## config.mk

```make
export PLATFORM = sky130hd
export DESIGN_NAME = sps_target_flat
export DESIGN_NICKNAME = d
export VERILOG_FILES = /design/src/sps_pkg.sv /design/src/sps_bus_if.sv /design/src/sps_target.sv /design/src/flat_wrapper.sv
export VERILOG_INCLUDE_DIRS = /design/src
export SDC_FILE = /design/constraint.sdc
export NUM_CORES = 1
export LEC_CHECK = 0
export ABC_AREA = 0
export BUFFER_PORTS_ARGS = -buffer_cell sky130_fd_sc_hd__clkbuf_2
export CAP_MARGIN = 30
export CELL_PAD_IN_SITES_DETAIL_PLACEMENT = 1
export CELL_PAD_IN_SITES_GLOBAL_PLACEMENT = 1
export CORE_MARGIN = 10
export CORE_UTILIZATION = 40
export DETAILED_ROUTE_END_ITERATION = 10
export GPL_ROUTABILITY_DRIVEN = 0
export PLACE_DENSITY = 0.77
export RECOVER_POWER = 100
export SLEW_MARGIN = 20
export SYNTH_ARGS = -nofsm -noshare
export SYNTH_HDL_FRONTEND = slang
export SYNTH_SLANG_ARGS = --single-unit
```

## constraint.sdc

```tcl
create_clock -name clk -period 2.8 [get_ports clk]
set_input_delay 0.14 -clock clk [delete_from_list [all_inputs] [get_ports clk]]
set_output_delay 0.14 -clock clk [all_outputs]
set_load 0.05 [all_outputs]
```

## src/sps_regs.svh

```systemverilog
`ifndef SPS_REGS_SVH
`define SPS_REGS_SVH
`define SPS_CLK_MHZ 100
`define SPS_BUS_CLEAR_NS 800
`define SPS_BUS_CLEAR_CYC ((`SPS_BUS_CLEAR_NS * `SPS_CLK_MHZ) / 1000)
`define SPS_BUS_SETTLE_NS 400
`define SPS_BUS_SETTLE_CYC \
  ((`SPS_BUS_SETTLE_NS * `SPS_CLK_MHZ + 999) / 1000)
`define SPS_ATN_POLL_US 1000
`define SPS_ATN_POLL_CYC (`SPS_ATN_POLL_US * `SPS_CLK_MHZ)
`define SPS_READY_S 15
`define SPS_READY_CYC (`SPS_READY_S * `SPS_CLK_MHZ * 1000000)
`define SPS_MODE_DEFAULT 8'h00
`define SPS_MSG_RESTORE_PTRS 8'h03
`define SPS_MSG_SAVE_DPTR 8'h02
`define SPS_MSG_EXTENDED 8'h01
`define SPS_MSG_TWO_LO 8'h20
`define SPS_MSG_TWO_HI 8'h2f
`endif

```

## src/sps_pkg.sv

```systemverilog
package sps_pkg;
  // Phase code {msg, cd, io}
  typedef enum logic [2:0] {
    SPS_PH_DATA_OUT = 3'h0,
    SPS_PH_DATA_IN = 3'h1,
    SPS_PH_COMMAND = 3'h2,
    SPS_PH_STATUS = 3'h3,
    SPS_PH_MSG_OUT = 3'h6,
    SPS_PH_MSG_IN = 3'h7
  } sps_phase_t;
endpackage

```

## src/sps_bus_if.sv

```systemverilog
`timescale 1ns/1ps
interface sps_bus_if;
  logic bsy_i;
  logic bsy_o;
  logic sel_i;
  logic msg;
  logic cd;
  logic io;
  logic req;
  logic ack;
  logic atn;
  logic [7:0] db_i;
  logic [7:0] db_t;
  logic [7:0] db_oe;
  logic rst_i;
  modport target (
    input bsy_i,
    output bsy_o,
    input sel_i,
    input rst_i,
    output msg,
    output cd,
    output io,
    output req,
    input ack,
    input atn,
    input db_i,
    output db_t,
    output db_oe
  );
  modport initiator (
    input bsy_o,
    output bsy_i,
    output sel_i,
    output rst_i,
    input msg,
    input cd,
    input io,
    input req,
    output ack,
    output atn,
    output db_i,
    input db_t,
    input db_oe
  );
endinterface

```

## src/sps_target.sv

```systemverilog
`timescale 1ns/1ps
`include "sps_regs.svh"
// Functional notes
// Data In: I/O true, C/D MSG false
// Data Out: all three phase lines false
// Status: C/D and I/O true, MSG false
// Status once per command; errors go free
// Hold status until write is durable
// Messages never straddle two message phases
// Attention before last ack enters Message Out
// Data phase polls attention every millisecond
// Reset releases bus within clear delay
// Reset always returns to Bus Free
// Reset drops processes and reservations
// Reset restores modes to saved defaults
// Reset sets pending unit attention
// Target never drives bus reset
// Finish current block before reset actions
// Free, selection, then transfer phases
// Free after settle delay of idle lines
// Ready for basic commands within 15 s
// Initiator keeps three saved pointers
// Save data pointer copies active to saved
// Restore or reconnect copies saved to active; code restores only data pointer at disconnect, start reloads bases
// Target never sends restore pointers
// Target drives phase lines: encodings
// Bus delays counted in clock cycles
module sps_target
  import sps_pkg::*;
#(
  parameter int READY_CYC = `SPS_READY_CYC,
  parameter int POLL_CYC = `SPS_ATN_POLL_CYC
)
(
  input wire logic clk,
  input wire logic rst_n,
  sps_bus_if.target bus,
  input wire logic [2:0] req_phase,
  input wire logic req_valid,
  input wire logic [7:0] tx_byte,
  input wire logic req_last,
  input wire logic write_durable,
  input wire logic block_busy,
  input wire logic error,
  input wire logic [7:0] mode_saved,
  input wire logic mode_saved_valid,
  output logic req_ready,
  output logic rx_valid,
  output logic [7:0] rx_byte,
  output logic [2:0] cur_phase,
  output logic atn_seen,
  output logic connected,
  output logic unit_attention,
  output logic reserved,
  output logic io_pending,
  output logic [7:0] mode,
  output logic ready
);
  typedef enum logic [6:0] {
    SPST_FREE = 7'h01,
    SPST_WAIT_SEL = 7'h02,
    SPST_CONN = 7'h04,
    SPST_REQ = 7'h08,
    SPST_ACK_LO = 7'h10,
    SPST_RST = 7'h20,
    SPST_CLEAR = 7'h40
  } sps_tst_t;
  typedef struct packed {
    sps_tst_t st;
    logic [15:0] cnt;
    logic [31:0] poll;
    logic [31:0] boot;
    logic bsy;
    logic req;
    logic [2:0] phase;
    logic [7:0] db;
    logic db_en;
    logic status_done;
    logic msg_open;
    logic last;
    logic req_ready;
    logic rx_valid;
    logic [7:0] rx_byte;
    logic atn_seen;
    logic ua;
    logic resv;
    logic iop;
    logic [7:0] mode;
    logic ready;
  } sps_treg_t;
  sps_treg_t r;
  sps_treg_t next_r;

  // Phase code legality; checked for every offered request, refused ones included
  function automatic logic legal_phase(input logic [2:0] p, input logic sd);
    legal_phase = (p != 3'h4) && (p != 3'h5) &&
      !(p == SPS_PH_STATUS && sd);
  endfunction

  assign bus.bsy_o = r.bsy; // No reset driver here
  assign {bus.msg, bus.cd, bus.io} = r.bsy ? r.phase : 3'h0;
  assign bus.req = r.req;
  assign bus.db_t = r.db_en ? r.db : 8'h00; // Released lines read false
  assign bus.db_oe = {8{~r.db_en}};
  assign req_ready = r.req_ready;
  assign rx_valid = r.rx_valid;
  assign rx_byte = r.rx_byte;
  assign cur_phase = r.phase;
  assign atn_seen = r.atn_seen;
  assign connected = r.bsy;
  assign unit_attention = r.ua;
  assign reserved = r.resv;
  assign io_pending = r.iop;
  assign mode = r.mode;
  assign ready = r.ready;

  always_comb
  begin
    next_r = r;
    next_r.rx_valid = 1'b0;
    next_r.req_ready = 1'b0;
    if (r.boot < READY_CYC)
      next_r.boot = r.boot + 32'h1;
    else
      next_r.ready = 1'b1;
    if (r.phase[2:1] == 2'b00 && r.bsy)
    begin
      if (r.poll >= POLL_CYC - 1)
      begin
        next_r.poll = 32'h0;
        if (bus.atn)
          next_r.atn_seen = 1'b1;
      end
      else
        next_r.poll = r.poll + 32'h1;
    end
    else
      next_r.poll = 32'h0;
    if (bus.rst_i && r.st != SPST_RST && r.st != SPST_CLEAR)
    begin
      next_r.st = SPST_RST;
      next_r.bsy = 1'b0;
      next_r.req = 1'b0;
      next_r.db_en = 1'b0;
      next_r.phase = SPS_PH_DATA_OUT;
      next_r.cnt = 16'h0;
    end
    else
      case (r.st)
        SPST_FREE:
        begin
          if (bus.bsy_i || bus.sel_i)
            next_r.cnt = 16'h0;
          else if (r.cnt < 16'(`SPS_BUS_SETTLE_CYC))
            next_r.cnt = r.cnt + 16'h1;
          if (r.cnt >= 16'(`SPS_BUS_SETTLE_CYC))
            next_r.st = SPST_WAIT_SEL;
        end
        SPST_WAIT_SEL:
          if (bus.sel_i)
          begin
            next_r.bsy = 1'b1;
            next_r.status_done = 1'b0;
            next_r.msg_open = 1'b0;
            next_r.iop = 1'b1;
            next_r.atn_seen = bus.atn;
            next_r.st = SPST_CONN;
          end
          else if (bus.bsy_i)
            next_r.st = SPST_FREE;
        SPST_CONN:
          if (error)
          begin
            next_r.bsy = 1'b0;
            next_r.iop = 1'b0;
            next_r.cnt = 16'h0;
            next_r.st = SPST_FREE;
          end
          else if ((r.atn_seen || bus.atn) && !r.msg_open)
          begin
            next_r.phase = SPS_PH_MSG_OUT;
            next_r.atn_seen = 1'b0;
            next_r.st = SPST_REQ;
          end
          else if (req_valid && legal_phase(req_phase, r.status_done) &&
                   !(req_phase == SPS_PH_STATUS && !write_durable) &&
                   !(req_phase == SPS_PH_MSG_IN &&
                     tx_byte == `SPS_MSG_RESTORE_PTRS && !r.msg_open))
          begin
            // Restore-pointers code is withheld outside an open message; host restores itself
            next_r.phase = req_phase;
            next_r.req_ready = 1'b1;
            next_r.last = req_last;
            next_r.db = tx_byte;
            next_r.db_en = req_phase[0];
            if (req_phase == SPS_PH_STATUS)
              next_r.status_done = 1'b1;
            next_r.st = SPST_REQ;
          end
          else if (!req_valid && r.status_done && !r.msg_open &&
                   r.phase == SPS_PH_MSG_IN)
          begin
            next_r.bsy = 1'b0;
            next_r.iop = 1'b0;
            next_r.ua = 1'b0; // Reported with this status
            next_r.cnt = 16'h0;
            next_r.st = SPST_FREE;
          end
        SPST_REQ:
        begin
          next_r.req = 1'b1;
          if (r.req && bus.ack)
          begin
            if (!r.phase[0])
            begin
              next_r.rx_byte = bus.db_i;
              next_r.rx_valid = 1'b1;
            end
            if (bus.atn && r.last && r.phase != SPS_PH_MSG_OUT)
              next_r.atn_seen = 1'b1;
            if (r.phase[2])
              next_r.msg_open = (r.phase == SPS_PH_MSG_OUT) ? bus.atn :
                !r.last;
            next_r.req = 1'b0;
            next_r.st = SPST_ACK_LO;
          end
        end
        SPST_ACK_LO:
          if (!bus.ack)
          begin
            next_r.db_en = 1'b0;
            next_r.st = SPST_CONN;
          end
        SPST_RST:
        begin
          if (r.cnt < 16'(`SPS_BUS_CLEAR_CYC))
            next_r.cnt = r.cnt + 16'h1;
          if (!block_busy)
          begin
            next_r.iop = 1'b0;
            next_r.resv = 1'b0;
            next_r.mode = mode_saved_valid ? mode_saved :
              `SPS_MODE_DEFAULT;
            next_r.ua = 1'b1;
            next_r.st = SPST_CLEAR;
          end
        end
        SPST_CLEAR:
          if (!bus.rst_i)
          begin
            next_r.cnt = 16'h0;
            next_r.st = SPST_FREE;
          end
        default:
          next_r.st = SPST_FREE;
      endcase
  end

  always_ff @(posedge clk)
  begin
    if (!rst_n)
    begin
      r <= '0;
      r.st <= SPST_FREE;
      r.ua <= 1'b1;
      r.mode <= `SPS_MODE_DEFAULT;
    end
    else
      r <= next_r;
  end
endmodule

```

## src/flat_wrapper.sv

```systemverilog
// flat-port wrapper written by rule: the top's interface ports become plain ports
module sps_target_flat import sps_pkg::*;
#(
  parameter int READY_CYC = `SPS_READY_CYC,
  parameter int POLL_CYC = `SPS_ATN_POLL_CYC
)
  (clk, rst_n, req_phase, req_valid, tx_byte, req_last, write_durable, block_busy, error, mode_saved, mode_saved_valid, req_ready, rx_valid, rx_byte, cur_phase, atn_seen, connected, unit_attention, reserved, io_pending, mode, ready, bus_bsy_i, bus_bsy_o, bus_sel_i, bus_rst_i, bus_msg, bus_cd, bus_io, bus_req, bus_ack, bus_atn, bus_db_i, bus_db_t, bus_db_oe);
  sps_bus_if bus_i ();
  input wire logic clk;
  input wire logic rst_n;
  input wire logic [2:0] req_phase;
  input wire logic req_valid;
  input wire logic [7:0] tx_byte;
  input wire logic req_last;
  input wire logic write_durable;
  input wire logic block_busy;
  input wire logic error;
  input wire logic [7:0] mode_saved;
  input wire logic mode_saved_valid;
  output logic req_ready;
  output logic rx_valid;
  output logic [7:0] rx_byte;
  output logic [2:0] cur_phase;
  output logic atn_seen;
  output logic connected;
  output logic unit_attention;
  output logic reserved;
  output logic io_pending;
  output logic [7:0] mode;
  output logic ready;
  input wire logic [$bits(bus_i.bsy_i)-1:0] bus_bsy_i;
  output wire logic [$bits(bus_i.bsy_o)-1:0] bus_bsy_o;
  input wire logic [$bits(bus_i.sel_i)-1:0] bus_sel_i;
  input wire logic [$bits(bus_i.rst_i)-1:0] bus_rst_i;
  output wire logic [$bits(bus_i.msg)-1:0] bus_msg;
  output wire logic [$bits(bus_i.cd)-1:0] bus_cd;
  output wire logic [$bits(bus_i.io)-1:0] bus_io;
  output wire logic [$bits(bus_i.req)-1:0] bus_req;
  input wire logic [$bits(bus_i.ack)-1:0] bus_ack;
  input wire logic [$bits(bus_i.atn)-1:0] bus_atn;
  input wire logic [$bits(bus_i.db_i)-1:0] bus_db_i;
  output wire logic [$bits(bus_i.db_t)-1:0] bus_db_t;
  output wire logic [$bits(bus_i.db_oe)-1:0] bus_db_oe;
  assign bus_i.bsy_i = bus_bsy_i;
  assign bus_bsy_o = bus_i.bsy_o;
  assign bus_i.sel_i = bus_sel_i;
  assign bus_i.rst_i = bus_rst_i;
  assign bus_msg = bus_i.msg;
  assign bus_cd = bus_i.cd;
  assign bus_io = bus_i.io;
  assign bus_req = bus_i.req;
  assign bus_i.ack = bus_ack;
  assign bus_i.atn = bus_atn;
  assign bus_i.db_i = bus_db_i;
  assign bus_db_t = bus_i.db_t;
  assign bus_db_oe = bus_i.db_oe;
  sps_target #(.READY_CYC(READY_CYC), .POLL_CYC(POLL_CYC)) u_core (.clk(clk), .rst_n(rst_n), .bus(bus_i), .req_phase(req_phase), .req_valid(req_valid), .tx_byte(tx_byte), .req_last(req_last), .write_durable(write_durable), .block_busy(block_busy), .error(error), .mode_saved(mode_saved), .mode_saved_valid(mode_saved_valid), .req_ready(req_ready), .rx_valid(rx_valid), .rx_byte(rx_byte), .cur_phase(cur_phase), .atn_seen(atn_seen), .connected(connected), .unit_attention(unit_attention), .reserved(reserved), .io_pending(io_pending), .mode(mode), .ready(ready));
endmodule
```

After elaboration in Yosys (flattened, before gate mapping)
Index checks and enable logic that the tools add are counted.
W data, S select, Z words.
{ "totals": {"ff_bits": 126, "in_bits": 40, "out_inout_bits": 48, "elab_cells": 196} }
{ "op_classes": {"add_sub_neg": 3, "n_lt_le_gt_ge": 5, "n_eq_ne": 44, "muxes": 59, "n_bitwise": 11, "n_reduce_logical": 53} }
{ "ops": {"columns": ["cell", "count"], "rows": [
  ["$mux W16", 5],
  ["$mux W23", 3],
  ["$add A32 B1 Y32 const B", 2],
  ["$pmux W16 S4", 1],
  ["$mux W7", 8],
  ["$pmux W7 S7", 1],
  ["$reduce_and A7 Y1", 6],
  ["$ge A32 B17 Y1 const B", 1],
  ["$lt A32 B31 Y1 const B", 1],
  ["$mux W8", 3],
  ["$mux W22", 1],
  ["$reduce_and A5 Y1", 4],
  ["$logic_and A1 B1 Y1", 19],
  ["$mux W1", 19],
  ["$ne A3 B3 Y1 const B", 6],
  ["$add A16 B1 Y16 const B", 1],
  ["$ge A16 B6 Y1 const B", 1],
  ["$lt A16 B6 Y1 const B", 1],
  ["$lt A16 B7 Y1 const B", 1],
  ["$ne A2 B1 Y1 const B", 7],
  ["$ne A2 B2 Y1 const B", 7],
  ["$mux W13", 1],
  ["$mux W12", 1],
  ["$ne A3 B2 Y1 const B", 4],
  ["36 further kinds", 71]
]} }

Longest topological paths before layout
{ "depth": {"depth_word": 12, "depth_mapped": 10, "depth_no_buf": 7} }

Worst setup path before layout
No wires, ideal clock.
{ "synth_timing": {"kind": "reg2reg", "start": "register u_core.r[124] (netlist bit)", "end": "register u_core.r[111] (netlist bit)", "setup_time_ps": 115, "t_arrival_ps": 2210, "t_required_ps": 2685, "path_slack_ps": 474, "path_stages_with_launch": 11, "n_path_buf": 4, "synth_period_minus_slack_ps": 2326, "cell_sequence": "dfxtp_1 -> buf_6 -> or4_4 -> or2_1 -> buf_6 -> a211o_1 -> and4_4 -> buf_6 -> clkbuf_1 -> a31oi_1 -> nor2_1"} }
{ "synth_between": {"elab_chain_len": 4, "elab_cells_between_ends": 18, "classes_between": "12 x eq/ne; 1 x mux; 5 x reduce/logical"} }
{ "synth_lines": {"columns": ["item", "line", "source"], "rows": [
  ["from (decl)", "sps_target.sv:91", "sps_treg_t r;"],
  ["from (signal assigned)", "sps_target.sv:269", "r <= next_r;"],
  ["parallel branches: the longest is 4 deep, another holds $eq A7 B1 Y1", null, null]
]} }
Parallel ways; which one is timed is not known.
A chain may end at the register's enable or synchronous reset.

Worst setup path after layout
{ "layout_timing": {"start": "register u_core.r[56] (netlist bit)", "end": "register u_core.r[60] (netlist bit)"} }
{ "layout_between": {"elab_chain_len": 1, "elab_cells_between_ends": 2, "classes_between": "1 x add/sub; 1 x order compare"} }
{ "layout_lines": {"columns": ["item", "line"], "rows": [
  ["$add A32 B1 Y32 or $lt A32 B31 Y1 (tied branches)", "sps_target.sv:123, sps_target.sv:122"]
]} }
Parallel ways exist; a longest one is shown, timed or not.

==> impl_results.rst <==
.. list-table::
   :header-rows: 1

   * - Metric
     - Value
   * - Simple-gate area share of the yosys netlist
     - 0.2916
   * - Status
     - finished, final reports clean
   * - Worst Setup Slack, final
     - 0.1884 ns
   * - Fraction of the mapped netlist area in adder cells
     - 0.006245
   * - Routed WL per cell
     - 18.16 um
   * - Required time reported for the critical path endpoint
     - 3.15 ns
   * - Top FF cell, synth
     - dfxtp_1
   * - Total number of nets in the final design
     - 821
   * - Starting utilization of the core area
     - 0.4105
   * - Endpoint class of the critical path
     - flop
   * - Final standard cell count with taps included and fillers excluded
     - 974
   * - Portion of netlist area occupied by mux cells
     - 0.04996
   * - Horizontal extent of the die
     - 142.6 um
   * - Wire length of the first global-routing pass
     - 28.78 mm
   * - Grt peak-use layer
     - met2
   * - Vert. Die Dim
     - 142.6 um
   * - Area taken by multi-input logic gates
     - 3082 um2
   * - Final antenna-violating net count
     - 0
   * - Number of iterations in the first detailed-routing pass
     - 4
   * - Maximum fanout along the worst path
     - 21
   * - Type of the most critical hold path
     - in2reg
   * - Vias/cell
     - 5.408
   * - Half-perimeter wire length after detailed placement
     - 11.97 mm
   * - Cell total after placement
     - 922
   * - Synth Area per Inst
     - 8.801 um2
   * - Worst max-slew margin expressed relative to the limit
     - 0.3206
   * - Via Count
     - 5267
   * - Min Tclk post-route
     - 2.612 ns
   * - Worst-margin pin slew
     - 1.019 ns
   * - Total negative slack for setup checks
     - 0 ns
   * - GRT met2 Usage
     - 0.3253
   * - Register Area
     - 2522 um2
   * - Total standard cell area after synthesis
     - 6011 um2
   * - Met1 demand-to-capacity share in global routing
     - 0.1874
   * - Root Driver
     - clkbuf_16
   * - Setup skew after layout
     - 0.01111 ns
   * - Final Setup Violations
     - 0
   * - Synth Area in XOR/XNOR
     - 0.04663
   * - Final critical-path share of the clock period
     - 0.9327
   * - Layout cells sized above 1
     - 0.1241
   * - Final Max Slew Viols
     - 0
   * - Worst-case clock buffer depth
     - 2
   * - Hold Fails Final Rpt
     - 0
   * - Filler Cell Count
     - 1764
   * - Share of flip-flops with an asynchronous set or reset after synthesis
     - 0
   * - Worst hold slack after final layout
     - 0.02026 ns
   * - Met3 GRT Util
     - 0.04005
   * - TritonCTS clock tree
     - done
   * - Sum of overflow across all layers after global routing
     - 0
   * - Arrival time at the worst endpoint
     - 2.96 ns
   * - All-layer global routing usage
     - 0.1749
   * - Startpoint kind of the worst setup timing path
     - flop
   * - Core Box Area
     - 14640 um2
   * - Worst ir drop on vdd
     - 0.4454 mV
   * - EDFF count, synth
     - 0
   * - Number of violations reported at the end of detailed-routing iteration 0
     - 392
   * - Initial antenna violation count
     - 0
   * - Max capacitance violation total
     - 0
   * - Vias in the first global route
     - 5730
   * - Port buffer count
     - 86
   * - Power density over the cells
     - 621.2 nW/um2
   * - Level count of the clock H-tree
     - 4
   * - Top Ports
     - 88
   * - Compound-cell area share of the yosys netlist
     - 0.1107
   * - Number of CTS-inserted buffers
     - 17
   * - Worst-skew pair later-pin latency
     - 0.42 ns
   * - P_leak
     - 2.643 nW
   * - Unrepaired setup endpoints after global routing
     - no
   * - Diodes inserted
     - 0
   * - Maximum number of pins on one net before global-route repair
     - 58
   * - Worst slack, placed
     - 0.1487 ns
   * - Share of the yosys chip area belonging to registers
     - 0.4197
   * - Synthesized instance count
     - 683
   * - Overall die area
     - 20330 um2
   * - Final WL
     - 17.69 mm
   * - Class of the most critical setup path
     - reg2reg
   * - Layout overhead on the synthesized area
     - 19.75%
   * - Library cells used by synthesis
     - 71
   * - Clock tree sinks
     - 126
   * - DRC
     - 0
   * - Number of cell rows
     - 44
   * - Max Fclk
     - 382.9 MHz
   * - Warning count from the yosys run
     - 0
   * - Seq cells post-synth
     - 126
   * - Largest family of logic cells by synthesized area
     - simple AND/OR/NAND/NOR gates
   * - Clock transition at path regs
     - 0.06 ns
[flip-flops by register name, indices dropped and copies added (netlist names)]
name / cells
u_core.atn_seen: 1
u_core.bus.bsy_o: 1
u_core.bus.req: 1
u_core.cur_phase: 3
u_core.io_pending: 1
u_core.mode: 8
u_core.r: 99
u_core.ready: 1
u_core.req_ready: 1
u_core.rx_byte: 8
u_core.rx_valid: 1
u_core.unit_attention: 1
[critical path, cell delays in order (launching register included)]
cell and delay (ns):
dfxtp_1 0.37, nor4_1 0.31, o2111ai_1 0.17, a311o_1 0.67, nor4_1 0.40, clkbuf_2 0.28, xor2_1 0.18, and2_0 0.15
[cells in the mapped netlist, types with 3 or more instances]
master,number,share of area
a21oi_1,22,0.018
nor2_1,53,0.033
nor2b_1,26,0.027
buf_6,5,0.0094
nor4_2,3,0.0062
nand2b_1,23,0.024
o211ai_1,4,0.0050
and3_1,11,0.011
nand2_1,49,0.031
nand4_1,16,0.017
and4_1,4,0.0058
xor2_1,13,0.019
or3_1,8,0.0083
clkbuf_1,18,0.011
nand3_1,40,0.033
nor4_1,21,0.022
and2_1,30,0.031
buf_4,28,0.035
nor3_1,13,0.011
ha_1,3,0.0062
mux2i_1,30,0.050
dfxtp_1,126,0.42
o21ai_0,13,0.011
a21boi_0,10,0.012
buf_2,4,0.0033
inv_1,23,0.014
o21a_1,5,0.0062
a31oi_1,8,0.0083
xnor2_1,19,0.028
o221a_2,3,0.0056
[power breakdown]
group          leakage [nW]  internal (mW)  switching [mW]
Combinational          1.33          0.118           0.163
Clock                 0.296           1.52           0.839
Sequential             1.02           1.82          0.0188
Total                  2.64           3.45            1.02
[layer usage]
metal / share of wire / vias to the layer above / routed length (um)
met5: 0 / - / 0
met4: 0.017 / 0 / 306
met3: 0.025 / 20 / 434
met2: 0.55 / 76 / 9725
met1: 0.41 / 2624 / 7223
li1: - / 2547 / -
[path summary, 6_finish.rpt]
| check | start | endpoint | slack [ns] | cells after the start |
|---|---|---|---|---|
| setup / recovery | u_core.r[56]$_SDFFE_PN0N_ | u_core.r[60]$_SDFFE_PN0N_ | 0.19 | 7 |
| hold / removal | tx_byte[2] | u_core.r[29]$_SDFFE_PN0P_ | 0.02 | 3 |
| setup reg to reg | u_core.r[56]$_SDFFE_PN0N_ | u_core.r[60]$_SDFFE_PN0N_ | 0.19 | 7 |
| hold reg to reg | u_core.r[72]$_SDFF_PP0_ | u_core.r[72]$_SDFF_PP0_ | 0.46 | 1 |
[metrics by stage]
step	total power, mW	util	cell area [um2]
final	4.472	0.4915	7198
after global routing	4.641	0.4915	7198
after CTS	4.496	0.4956	7258
after detailed placement	2.123	0.4404	6449
after global placement	2.113	0.4404	6449
after floorplan	2.051	-	6067
[placed cells by master (no fill, tap or decap), types with 5 or more instances in the layout]
cell / Yosys / layout
a21boi_0: 10 / 11
a21oi_1: 22 / 23
a31oi_1: 8 / 8
and2_0: 0 / 11
and2_1: 30 / 19
and3_1: 11 / 11
buf_4: 28 / 6
clkbuf_1: 18 / 51
clkbuf_16: 0 / 17
clkbuf_2: 0 / 42
conb_1: 1 / 16
dfxtp_1: 126 / 126
dlygate4sd3_1: 0 / 18
inv_1: 23 / 23
mux2i_1: 30 / 30
nand2_1: 49 / 49
nand2b_1: 23 / 23
nand3_1: 40 / 40
nand4_1: 16 / 16
nor2_1: 53 / 53
nor2b_1: 26 / 26
nor3_1: 13 / 13
nor4_1: 21 / 22
o21a_1: 5 / 5
o21ai_0: 13 / 13
or3_1: 8 / 8
xnor2_1: 19 / 19
xor2_1: 13 / 13
[cell families (layout without fill, tap and decap cells)]
| kind of cell | Yosys count | in the layout |
|---|---|---|
| xor+xnor | 32 | 32 |
| mux | 30 | 30 |
| other cells | 1 | 16 |
| compound gates | 95 | 95 |
| buf+inv | 80 | 172 |
| fa+ha+maj | 3 | 3 |
| simple gates | 316 | 316 |
| flops | 126 | 126 |
[area by class of cell]
type / count / share of cell area
clock buffer: 19 / 0.06153
clock inverter: 12 / 0.02590
inverter: 23 / 0.01199
multi-input combinational: 492 / 0.4281
tap: 184 / 0.03198
timing repair buffer: 118 / 0.09004
sequential: 126 / 0.3504
[timing repair]
item,in CTS,in global routing
hold buffers,18,0
resized for setup,0,1
hold endpoints to repair,18,0
endpoints found under the setup margin,0,22
buffers inserted,0,3
Note: power is estimated with default switching activity, not from simulation.
